[src/bit_check_timing_config_map.svh]
// register offsets, field positions, reset values and counts of the bit-check config block
`ifndef BIT_CHECK_TIMING_CONFIG_MAP_SVH
`define BIT_CHECK_TIMING_CONFIG_MAP_SVH

// register addresses on the serial register port
`define LIMIT_EXT_ADDR          4'h3
`define SHORT_LIMIT_ADDR        4'h4
`define LONG_LIMIT_ADDR         4'h5

// field positions
`define LIMIT_EXT_BIT           0
`define CHECK_COUNT_MSB         7
`define CHECK_COUNT_LSB         6
`define RATE_RANGE_MSB          7
`define RATE_RANGE_LSB          6
`define LIMIT_MSB               5
`define LIMIT_LSB               0

// reset values
`define LIMIT_EXT_RESET         1'h0
`define SHORT_LIMIT_RESET       8'h50
`define LONG_LIMIT_RESET        8'h9C

// check counts per code
`define CHECK_BITS_CODE0        4'h0
`define CHECK_BITS_CODE1        4'h3
`define CHECK_BITS_CODE2        4'h6
`define CHECK_BITS_CODE3        4'h9

// decoder clock periods per extended period, per rate-range code
`define RANGE_DIV_CODE0         5'h08
`define RANGE_DIV_CODE1         5'h04
`define RANGE_DIV_CODE2         5'h02
`define RANGE_DIV_CODE3         5'h01

// interval counter saturation value
`define INTERVAL_SAT            7'h7F

`endif

[src/bit_check_timing_config_pkg.sv]
// types of the bit-check timing configuration block
`default_nettype none
package bit_check_timing_config_pkg;

    // bit-check sequencer, gray coded along idle-check-pass
    typedef enum logic [1:0] {
        CHECK_IDLE = 2'h0,
        CHECK_RUN  = 2'h1,
        CHECK_PASS = 2'h3,
        CHECK_FAIL = 2'h2
    } check_state_t;

    // complete state of the block
    typedef struct packed {
        logic         limit_ext_reg;
        logic [7:0]   short_limit_reg;
        logic [7:0]   long_limit_reg;
        logic [1:0]   rx_sync;
        logic         rx_prev;
        logic [4:0]   dclk_cnt;
        logic         xdclk_tick;
        logic [6:0]   interval;
        logic [3:0]   bit_cnt;
        check_state_t state;
        logic [5:0]   tx_cnt;
        logic         tx_bit_clk;
        logic [7:0]   rd_data;
        logic         check_ok;
        logic         check_fail;
    } core_state_t;

endpackage : bit_check_timing_config_pkg
`default_nettype wire

[src/bit_check_timing_config.sv]
// bit-check limits, bit-rate range and transmit bit clock configuration block
//
// Behaviour
// - check count code 00/01/10/11 selects 0/3/6/9 bits; resets to 3 bits
// - RX minimum interval is short limit times extended period; resets to 16
// - TX half bit lasts short limit plus one extended periods
// - rate range 00..11 gives 8,4,2,1 decoder periods times extension factor
// - rate range resets to code 10, two decoder periods per extended period
// - maximum interval is long limit minus one extended periods; resets to 27
// - limit extension bit doubles the extended period when set; resets clear
`include "bit_check_timing_config_map.svh"
`default_nettype none

module bit_check_timing_config (
    // clock, reset, enable
    input  wire logic                                clk_i,
    input  wire logic                                rst_b_i,
    input  wire logic                                ce_i,
    // register port from the serial interface decoder
    input  wire logic                                wr_en_i,
    input  wire logic                                rd_en_i,
    input  wire logic [3:0]                          addr_i,
    input  wire logic [7:0]                          wdata_i,
    output logic      [7:0]                          rd_data_o,
    // decoder clock and mode
    input  wire logic                                dclk_tick_i,
    input  wire logic                                tx_mode_i,
    // bit check control and received data pin
    input  wire logic                                check_start_i,
    input  wire logic                                check_stop_i,
    input  wire logic                                rx_data_i,
    // results
    output bit_check_timing_config_pkg::check_state_t check_state_o,
    output logic                                     check_ok_o,
    output logic                                     check_fail_o,
    output logic                                     xdclk_tick_o,
    output logic                                     tx_bit_clk_o
);
    import bit_check_timing_config_pkg::*;

    core_state_t r_reg;
    core_state_t r_next;

    // number of bits to check for a check-count code
    function automatic logic [3:0] check_bits(input logic [1:0] code);
        case (code)
            2'h0:    check_bits = `CHECK_BITS_CODE0;
            2'h1:    check_bits = `CHECK_BITS_CODE1;
            2'h2:    check_bits = `CHECK_BITS_CODE2;
            default: check_bits = `CHECK_BITS_CODE3;
        endcase
    endfunction : check_bits

    // the extension bit doubles the divider before the terminal count is taken
    // decoder clock periods in one extended period
    function automatic logic [4:0] xdclk_div(input logic [1:0] range, input logic ext);
        logic [4:0] base;
        case (range)
            2'h0:    base = `RANGE_DIV_CODE0;
            2'h1:    base = `RANGE_DIV_CODE1;
            2'h2:    base = `RANGE_DIV_CODE2;
            default: base = `RANGE_DIV_CODE3;
        endcase
        xdclk_div = ext ? 5'(base << 1) : base;
    endfunction : xdclk_div

    // limits below the legal floor are not blocked here; software keeps them in range
    // field views of the registers
    logic [1:0] check_code;
    logic [1:0] rate_range;
    logic [5:0] short_limit;
    logic [5:0] long_limit;
    logic [3:0] check_target;
    logic [4:0] div_last;
    logic       rx_edge;
    logic [6:0] min_interval;
    logic [6:0] max_interval;

    assign check_code   = r_reg.short_limit_reg[`CHECK_COUNT_MSB:`CHECK_COUNT_LSB];
    assign rate_range   = r_reg.long_limit_reg[`RATE_RANGE_MSB:`RATE_RANGE_LSB];
    assign short_limit  = r_reg.short_limit_reg[`LIMIT_MSB:`LIMIT_LSB];
    assign long_limit   = r_reg.long_limit_reg[`LIMIT_MSB:`LIMIT_LSB];
    assign check_target = check_bits(check_code);
    assign div_last     = 5'(xdclk_div(rate_range, r_reg.limit_ext_reg) - 5'h01);
    assign rx_edge      = r_reg.rx_sync[1] ^ r_reg.rx_prev;
    assign min_interval = {1'b0, short_limit};
    assign max_interval = 7'({1'b0, long_limit} - 7'h01);

    // next-state logic for the whole block
    always_comb begin
        r_next = r_reg;
        r_next.xdclk_tick = 1'b0;

        // register writes
        if (wr_en_i) begin
            case (addr_i)
                `LIMIT_EXT_ADDR:   r_next.limit_ext_reg = wdata_i[`LIMIT_EXT_BIT];
                `SHORT_LIMIT_ADDR: r_next.short_limit_reg = wdata_i;
                `LONG_LIMIT_ADDR:  r_next.long_limit_reg = wdata_i;
                default:           r_next.limit_ext_reg = r_reg.limit_ext_reg;
            endcase
        end

        // read data holds until the next read so a slow shifter can fetch it
        // register reads, unmapped addresses read zero
        if (rd_en_i) begin
            case (addr_i)
                `LIMIT_EXT_ADDR:   r_next.rd_data = {7'h00, r_reg.limit_ext_reg};
                `SHORT_LIMIT_ADDR: r_next.rd_data = r_reg.short_limit_reg;
                `LONG_LIMIT_ADDR:  r_next.rd_data = r_reg.long_limit_reg;
                default:           r_next.rd_data = 8'h00;
            endcase
        end

        // the pin is asynchronous: only the second flop feeds the edge compare
        // received data pin synchroniser and edge memory
        r_next.rx_sync = {r_reg.rx_sync[0], rx_data_i};
        r_next.rx_prev = r_reg.rx_sync[1];

        // extended decoder clock from decoder clock ticks
        if (dclk_tick_i) begin
            if (r_reg.dclk_cnt >= div_last) begin
                r_next.dclk_cnt   = 5'h00;
                r_next.xdclk_tick = 1'b1;
            end else begin
                r_next.dclk_cnt = 5'(r_reg.dclk_cnt + 5'h01);
            end
        end

        // the interval saturates so a very long gap cannot wrap into a legal value
        // bit-check sequencer
        case (r_reg.state)
            CHECK_IDLE: begin
                if (check_start_i && !tx_mode_i) begin
                    r_next.interval   = 7'h00;
                    r_next.bit_cnt    = 4'h0;
                    r_next.check_ok   = 1'b0;
                    r_next.check_fail = 1'b0;
                    if (check_target == 4'h0) begin
                        r_next.state    = CHECK_PASS;
                        r_next.check_ok = 1'b1;
                    end else begin
                        r_next.state = CHECK_RUN;
                    end
                end
            end
            CHECK_RUN: begin
                if (check_stop_i || tx_mode_i) begin
                    r_next.state = CHECK_IDLE;
                end else if (rx_edge) begin
                    r_next.interval = 7'h00;
                    if (r_reg.interval >= min_interval && r_reg.interval <= max_interval) begin
                        r_next.bit_cnt = 4'(r_reg.bit_cnt + 4'h1);
                        if (4'(r_reg.bit_cnt + 4'h1) >= check_target) begin
                            r_next.state    = CHECK_PASS;
                            r_next.check_ok = 1'b1;
                        end
                    end else begin
                        r_next.state      = CHECK_FAIL;
                        r_next.check_fail = 1'b1;
                    end
                end else if (r_reg.interval > max_interval) begin
                    r_next.state      = CHECK_FAIL;
                    r_next.check_fail = 1'b1;
                end else if (r_reg.xdclk_tick && r_reg.interval != `INTERVAL_SAT) begin
                    r_next.interval = 7'(r_reg.interval + 7'h01);
                end
            end
            CHECK_PASS, CHECK_FAIL: begin
                if (check_stop_i || check_start_i) begin
                    r_next.state      = CHECK_IDLE;
                    r_next.check_ok   = 1'b0;
                    r_next.check_fail = 1'b0;
                end
            end
            default: begin
                r_next.state = CHECK_IDLE;
            end
        endcase

        // the count clears in RX so the first half bit in TX has full length
        // transmit bit clock: each half bit is short limit plus one extended periods
        if (tx_mode_i) begin
            if (r_reg.xdclk_tick) begin
                if (r_reg.tx_cnt >= short_limit) begin
                    r_next.tx_cnt     = 6'h00;
                    r_next.tx_bit_clk = ~r_reg.tx_bit_clk;
                end else begin
                    r_next.tx_cnt = 6'(r_reg.tx_cnt + 6'h01);
                end
            end
        end else begin
            r_next.tx_cnt     = 6'h00;
            r_next.tx_bit_clk = 1'b0;
        end
    end

    // a low enable also stalls the synchroniser, so pin edges are seen late
    // state register, frozen while the clock enable is low
    always_ff @(posedge clk_i or negedge rst_b_i) begin
        if (!rst_b_i) begin
            r_reg                 <= '0;
            r_reg.limit_ext_reg   <= `LIMIT_EXT_RESET;
            r_reg.short_limit_reg <= `SHORT_LIMIT_RESET;
            r_reg.long_limit_reg  <= `LONG_LIMIT_RESET;
            r_reg.state           <= CHECK_IDLE;
        end else if (ce_i) begin
            r_reg <= r_next;
        end
    end

    // every output is a field of the state register, never a decode of one
    // outputs straight from the state register
    assign rd_data_o     = r_reg.rd_data;
    assign check_state_o = r_reg.state;
    assign check_ok_o    = r_reg.check_ok;
    assign check_fail_o  = r_reg.check_fail;
    assign xdclk_tick_o  = r_reg.xdclk_tick;
    assign tx_bit_clk_o  = r_reg.tx_bit_clk;

endmodule : bit_check_timing_config
`default_nettype wire

[config.mk]
export PLATFORM = sky130hd
export DESIGN_NAME = bit_check_timing_config
export DESIGN_NICKNAME = d
export VERILOG_FILES = /design/src/bit_check_timing_config_pkg.sv /design/src/bit_check_timing_config.sv
export VERILOG_INCLUDE_DIRS = /design/src
export SDC_FILE = /design/constraint.sdc
export NUM_CORES = 1
export LEC_CHECK = 0
export ABC_AREA = 1
export BUFFER_PORTS_ARGS = -buffer_cell sky130_fd_sc_hd__clkbuf_2
export CAP_MARGIN = 30
export CORE_UTILIZATION = 55
export DETAILED_ROUTE_END_ITERATION = 8
export PLACE_DENSITY = 0.75
export SLEW_MARGIN = 20
export SYNTH_ARGS = -nofsm -noshare
export SYNTH_HDL_FRONTEND = slang
export SYNTH_SLANG_ARGS = --single-unit
[constraint.sdc]
create_clock -name clk_i -period 6.5 [get_ports clk_i]
set_input_delay 1.3 -clock clk_i [delete_from_list [all_inputs] [get_ports clk_i]]
set_output_delay 1.3 -clock clk_i [all_outputs]
set_load 0.02 [all_outputs]
==> metrics.md <==
| Metric | Value |
|---|---|
| PortBufs | `35` |
| Reg2reg start | `long_limit[0]$_DFFE_PN0P_` |
| Most frequent CP cell | `nand2_1` |
| Core Area | `6390 um2` |
| Fin area | `3960 um2` |
| Hold slack | `0.484 ns` |
| Worst skew pair latency | `0.32 ns` |
| Fin crit share | `0.420` |
| Clk pin slew, worst setup/hold paths | `0.11 ns` |
| Largest net degree at the start of global routing | `57` |
| Tmin final | `2.73 ns` |
| Unrepaired setup endpoints after global routing | `false` |
| Logic pwr share | `0.399` |
| Slowest-stage cell, CP | `o21ai_2` |
| Post-DR wirelength/cell | `12.7 um` |
| Row count | `29` |
| Io pins | `36` |
| Drt first pass iters | `4` |
| Syn Area/Cell | `7.60 um2` |
| Final #Nets | `571` |
| Setup_tns | `0 ns` |
| DRC viols | `0` |
| Vias | `3141` |
| Gpl congestion | `0.869` |
| Sequential power share | `0.407` |
| N_diodes | `0` |
| Hold buffers post-CTS | `0` |
| GRT overflow | `0` |
| P&R area growth vs syn | `7.62%` |
| Area leader, netlist | `dfrtp_1` |
| Yosys reg bits | `56` |
| CP endpoint kind | `register` |
| Clk_skew | `0.0128 ns` |
| Routed Wire Length | `7500 um` |
| Synth Cell Area | `3680 um2` |
| Vias in the first global route | `2930` |
| Final ANT Viol Nets | `0` |
| First-pass GRT wire length | `13000 um` |
| Net switching fraction of the power | `0.414` |
| # fillers | `600` |
| CTS root buffer | `clkbuf_8` |
| Critical Path Source Type | `register` |
| Worst vdd ir | `0.000205 V` |
| Crit-path max cell delay | `0.51 ns` |
| Synth unique cells | `27` |
| Slew Limit Fails | `0` |
| Switching Power | `0.000501 W` |
| Die Height | `83.8 um` |
| CP Data Arrival Time | `2.97 ns` |
| F_max | `0.366 GHz` |
| Leakage | `2.15 nW` |
| Gate Count Post-Synth | `484` |
| Yosys warning count | `0` |
| Clock Tree Buf Depth | `2` |
| Largest register FFs | `26` |
| Crit path launch | `long_limit[0]$_DFFE_PN0P_` |
| Proportion of layout cells with a drive suffix above 1 | `0.113` |
| Post-synth top area share | `0.340` |
| Initial antenna violation count | `0` |
| Die area | `7010 um2` |
| CP Class | `register to register` |
| Initial Util | `0.576` |
| Cell-internal power | `0.000708 W` |
| WP data required | `6.75 ns` |
| Vias per cell | `5.32` |
| Final hold viol count | `0` |
| CP max FO | `14` |
| Max-cap violation count | `0` |
| Seq/Total Area, Yosys | `0.383` |
| CTS tree | `built` |
| Post-Syn Nets | `543` |
| DP Wirelength | `5780 um` |
| Clock group share of total power | `0.194` |
| Die width | `83.8 um` |
| PostCTS Resize Cnt | `0` |
| Num CTS Buffers | `5` |
| Final Setup Violations | `0` |
| Initial detailed-routing violation count | `157` |
| Outcome | `complete, no violations` |
| Rel. slew slack | `0.540` |
| Global Route Usage Sum | `0.229` |
| Worst hold path type | `register to register` |
| Clock sink total | `56` |
| H-Tree Depth | `2` |
| Worst hold start | `r_next[38]$_DFFE_PN0P_` |
| Post-CTS setup buffer count | `0` |
| Synth top area cells | `dfrtp_1 (34%), nand2_1 (14%), ha_1 (13%), inv_1 (7.9%), o21ai_0 (6.1%)` |
| PwrDens | `306 nW/um2` |
| Slew @ Worst Pin | `0.691 ns` |
| Crit-path cells | `inv_1, nand2_1, nor3_1, xor2_1, ha_1, nand2_1, inv_1, a21oi_1, nand2_1, nand2_1, inv_1, o21ai_2, nand3_1, o21ai_0` |
| Area post-placement | `3850 um2` |
## cells by family (layout without fill, tap and decap cells)
| family | count (synthesis) | in the layout | share of synthesized area |
|---|---|---|---|
| xor+xnor | 15 | 15 | 0.0357 |
| simple gates | 211 | 211 | 0.239 |
| fa+ha+maj | 37 | 37 | 0.126 |
| compound gates | 73 | 73 | 0.109 |
| flops | 56 | 56 | 0.383 |
| buf+inv | 92 | 121 | 0.108 |
## layout make-up
| type | instances | area (um2) | share of cell area |
|---|---|---|---|
| Inverter | 77 | 289 | 0.0731 |
| Clock inverter | 2 | 35.0 | 0.00886 |
| Multi-Input combinational cell | 336 | 1870 | 0.473 |
| Sequential cell | 56 | 1410 | 0.356 |
| Tap cell | 77 | 96.3 | 0.0244 |
| Timing Repair Buffer | 36 | 183 | 0.0462 |
| Clock buffer | 6 | 72.6 | 0.0183 |
## synthesized netlist by cell type, drive strengths merged
| cell | n |
|---|---|
| a21oi | 14 |
| buf | 13 |
| clkbuf | 2 |
| dfrtp | 50 |
| dfstp | 6 |
| ha | 37 |
| inv | 77 |
| nand2 | 136 |
| nand3 | 29 |
| nand4 | 4 |
| nor2 | 28 |
| nor3 | 9 |
| nor3b | 3 |
| o2111ai | 1 |
| o21a | 1 |
| o21ai | 49 |
| o21bai | 2 |
| o22ai | 6 |
| or2 | 2 |
| xnor2 | 5 |
| xor2 | 10 |
## layout by cell type, fill, tap and decap left out, types with 2 or more instances in the layout
cell type and count:
a21oi_1 14, clkbuf_2 35, clkbuf_8 5, dfrtp_1 50, dfstp_2 6, ha_1 37
inv_1 77, nand2_1 136, nand3_1 28, nand4_1 4, nor2_1 27, nor3_1 8
nor3b_1 3, o21ai_0 45, o21ai_2 4, o21bai_1 2, o22ai_1 6, or2_2 2
xnor2_1 5, xor2_1 10
## stage by stage
step	util	power, W	cells	setup WS, ns
after detailed placement	0.603	0.000979	582	3.58
after floorplan	-	0.000860	484	4.09
after global placement	0.603	0.000955	582	3.67
after CTS	0.620	0.00121	590	3.78
final	0.620	0.00121	590	3.77
after global routing	0.620	0.00131	590	3.48
## worst max-delay path, delay by kind of cell (launching register included)
kind            cells  cell delay, ns
fa+ha+maj           1            0.25
compound gates      3            0.75
xor+xnor            1            0.20
simple gates        6            0.77
flops               1            0.40
buf+inv             3            0.30
## path summary, 6_finish.rpt
kind                                          endpoint  cells past startpoint  slack [ns]
max                              r_reg[24]$_DFFE_PN0P_                     14        3.77
min reg2reg                     r_next[36]$_DFFE_PN0P_                      2        0.48
min in group asynchronous        r_reg[22]$_DFFE_PN0P_                      2        1.10
max in group asynchronous  min_interval[3]$_DFFE_PN0P_                      2        4.94
max reg2reg                      r_reg[24]$_DFFE_PN0P_                     14        3.77
min                             r_next[36]$_DFFE_PN0P_                      2        0.48
## power by group through the flow
| stage | combinational [W] | clock, W | sequential, W |
|---|---|---|---|
| final | 0.000483 | 0.000235 | 0.000491 |
| after global routing | 0.000559 | 0.000249 | 0.000502 |
| after CTS | 0.000485 | 0.000237 | 0.000490 |
| after detailed placement | 0.000483 | 0 | 0.000497 |
| after global placement | 0.000462 | 0 | 0.000493 |
| after floorplan | 0.000369 | 0 | 0.000491 |
## per-layer routing
metal / vias to the layer above / wire length (um) / share of wire / global-route usage
met3: 17 / 239 / 0.032 / 0.0267
met2: 72 / 3570 / 0.48 / 0.389
met4: 0 / 160 / 0.021 / 0.0894
met1: 1455 / 3530 / 0.47 / 0.298
met5: - / 0 / 0 / 0
li1: 1597 / - / - / -
Note: power is estimated with default switching activity, not from simulation.
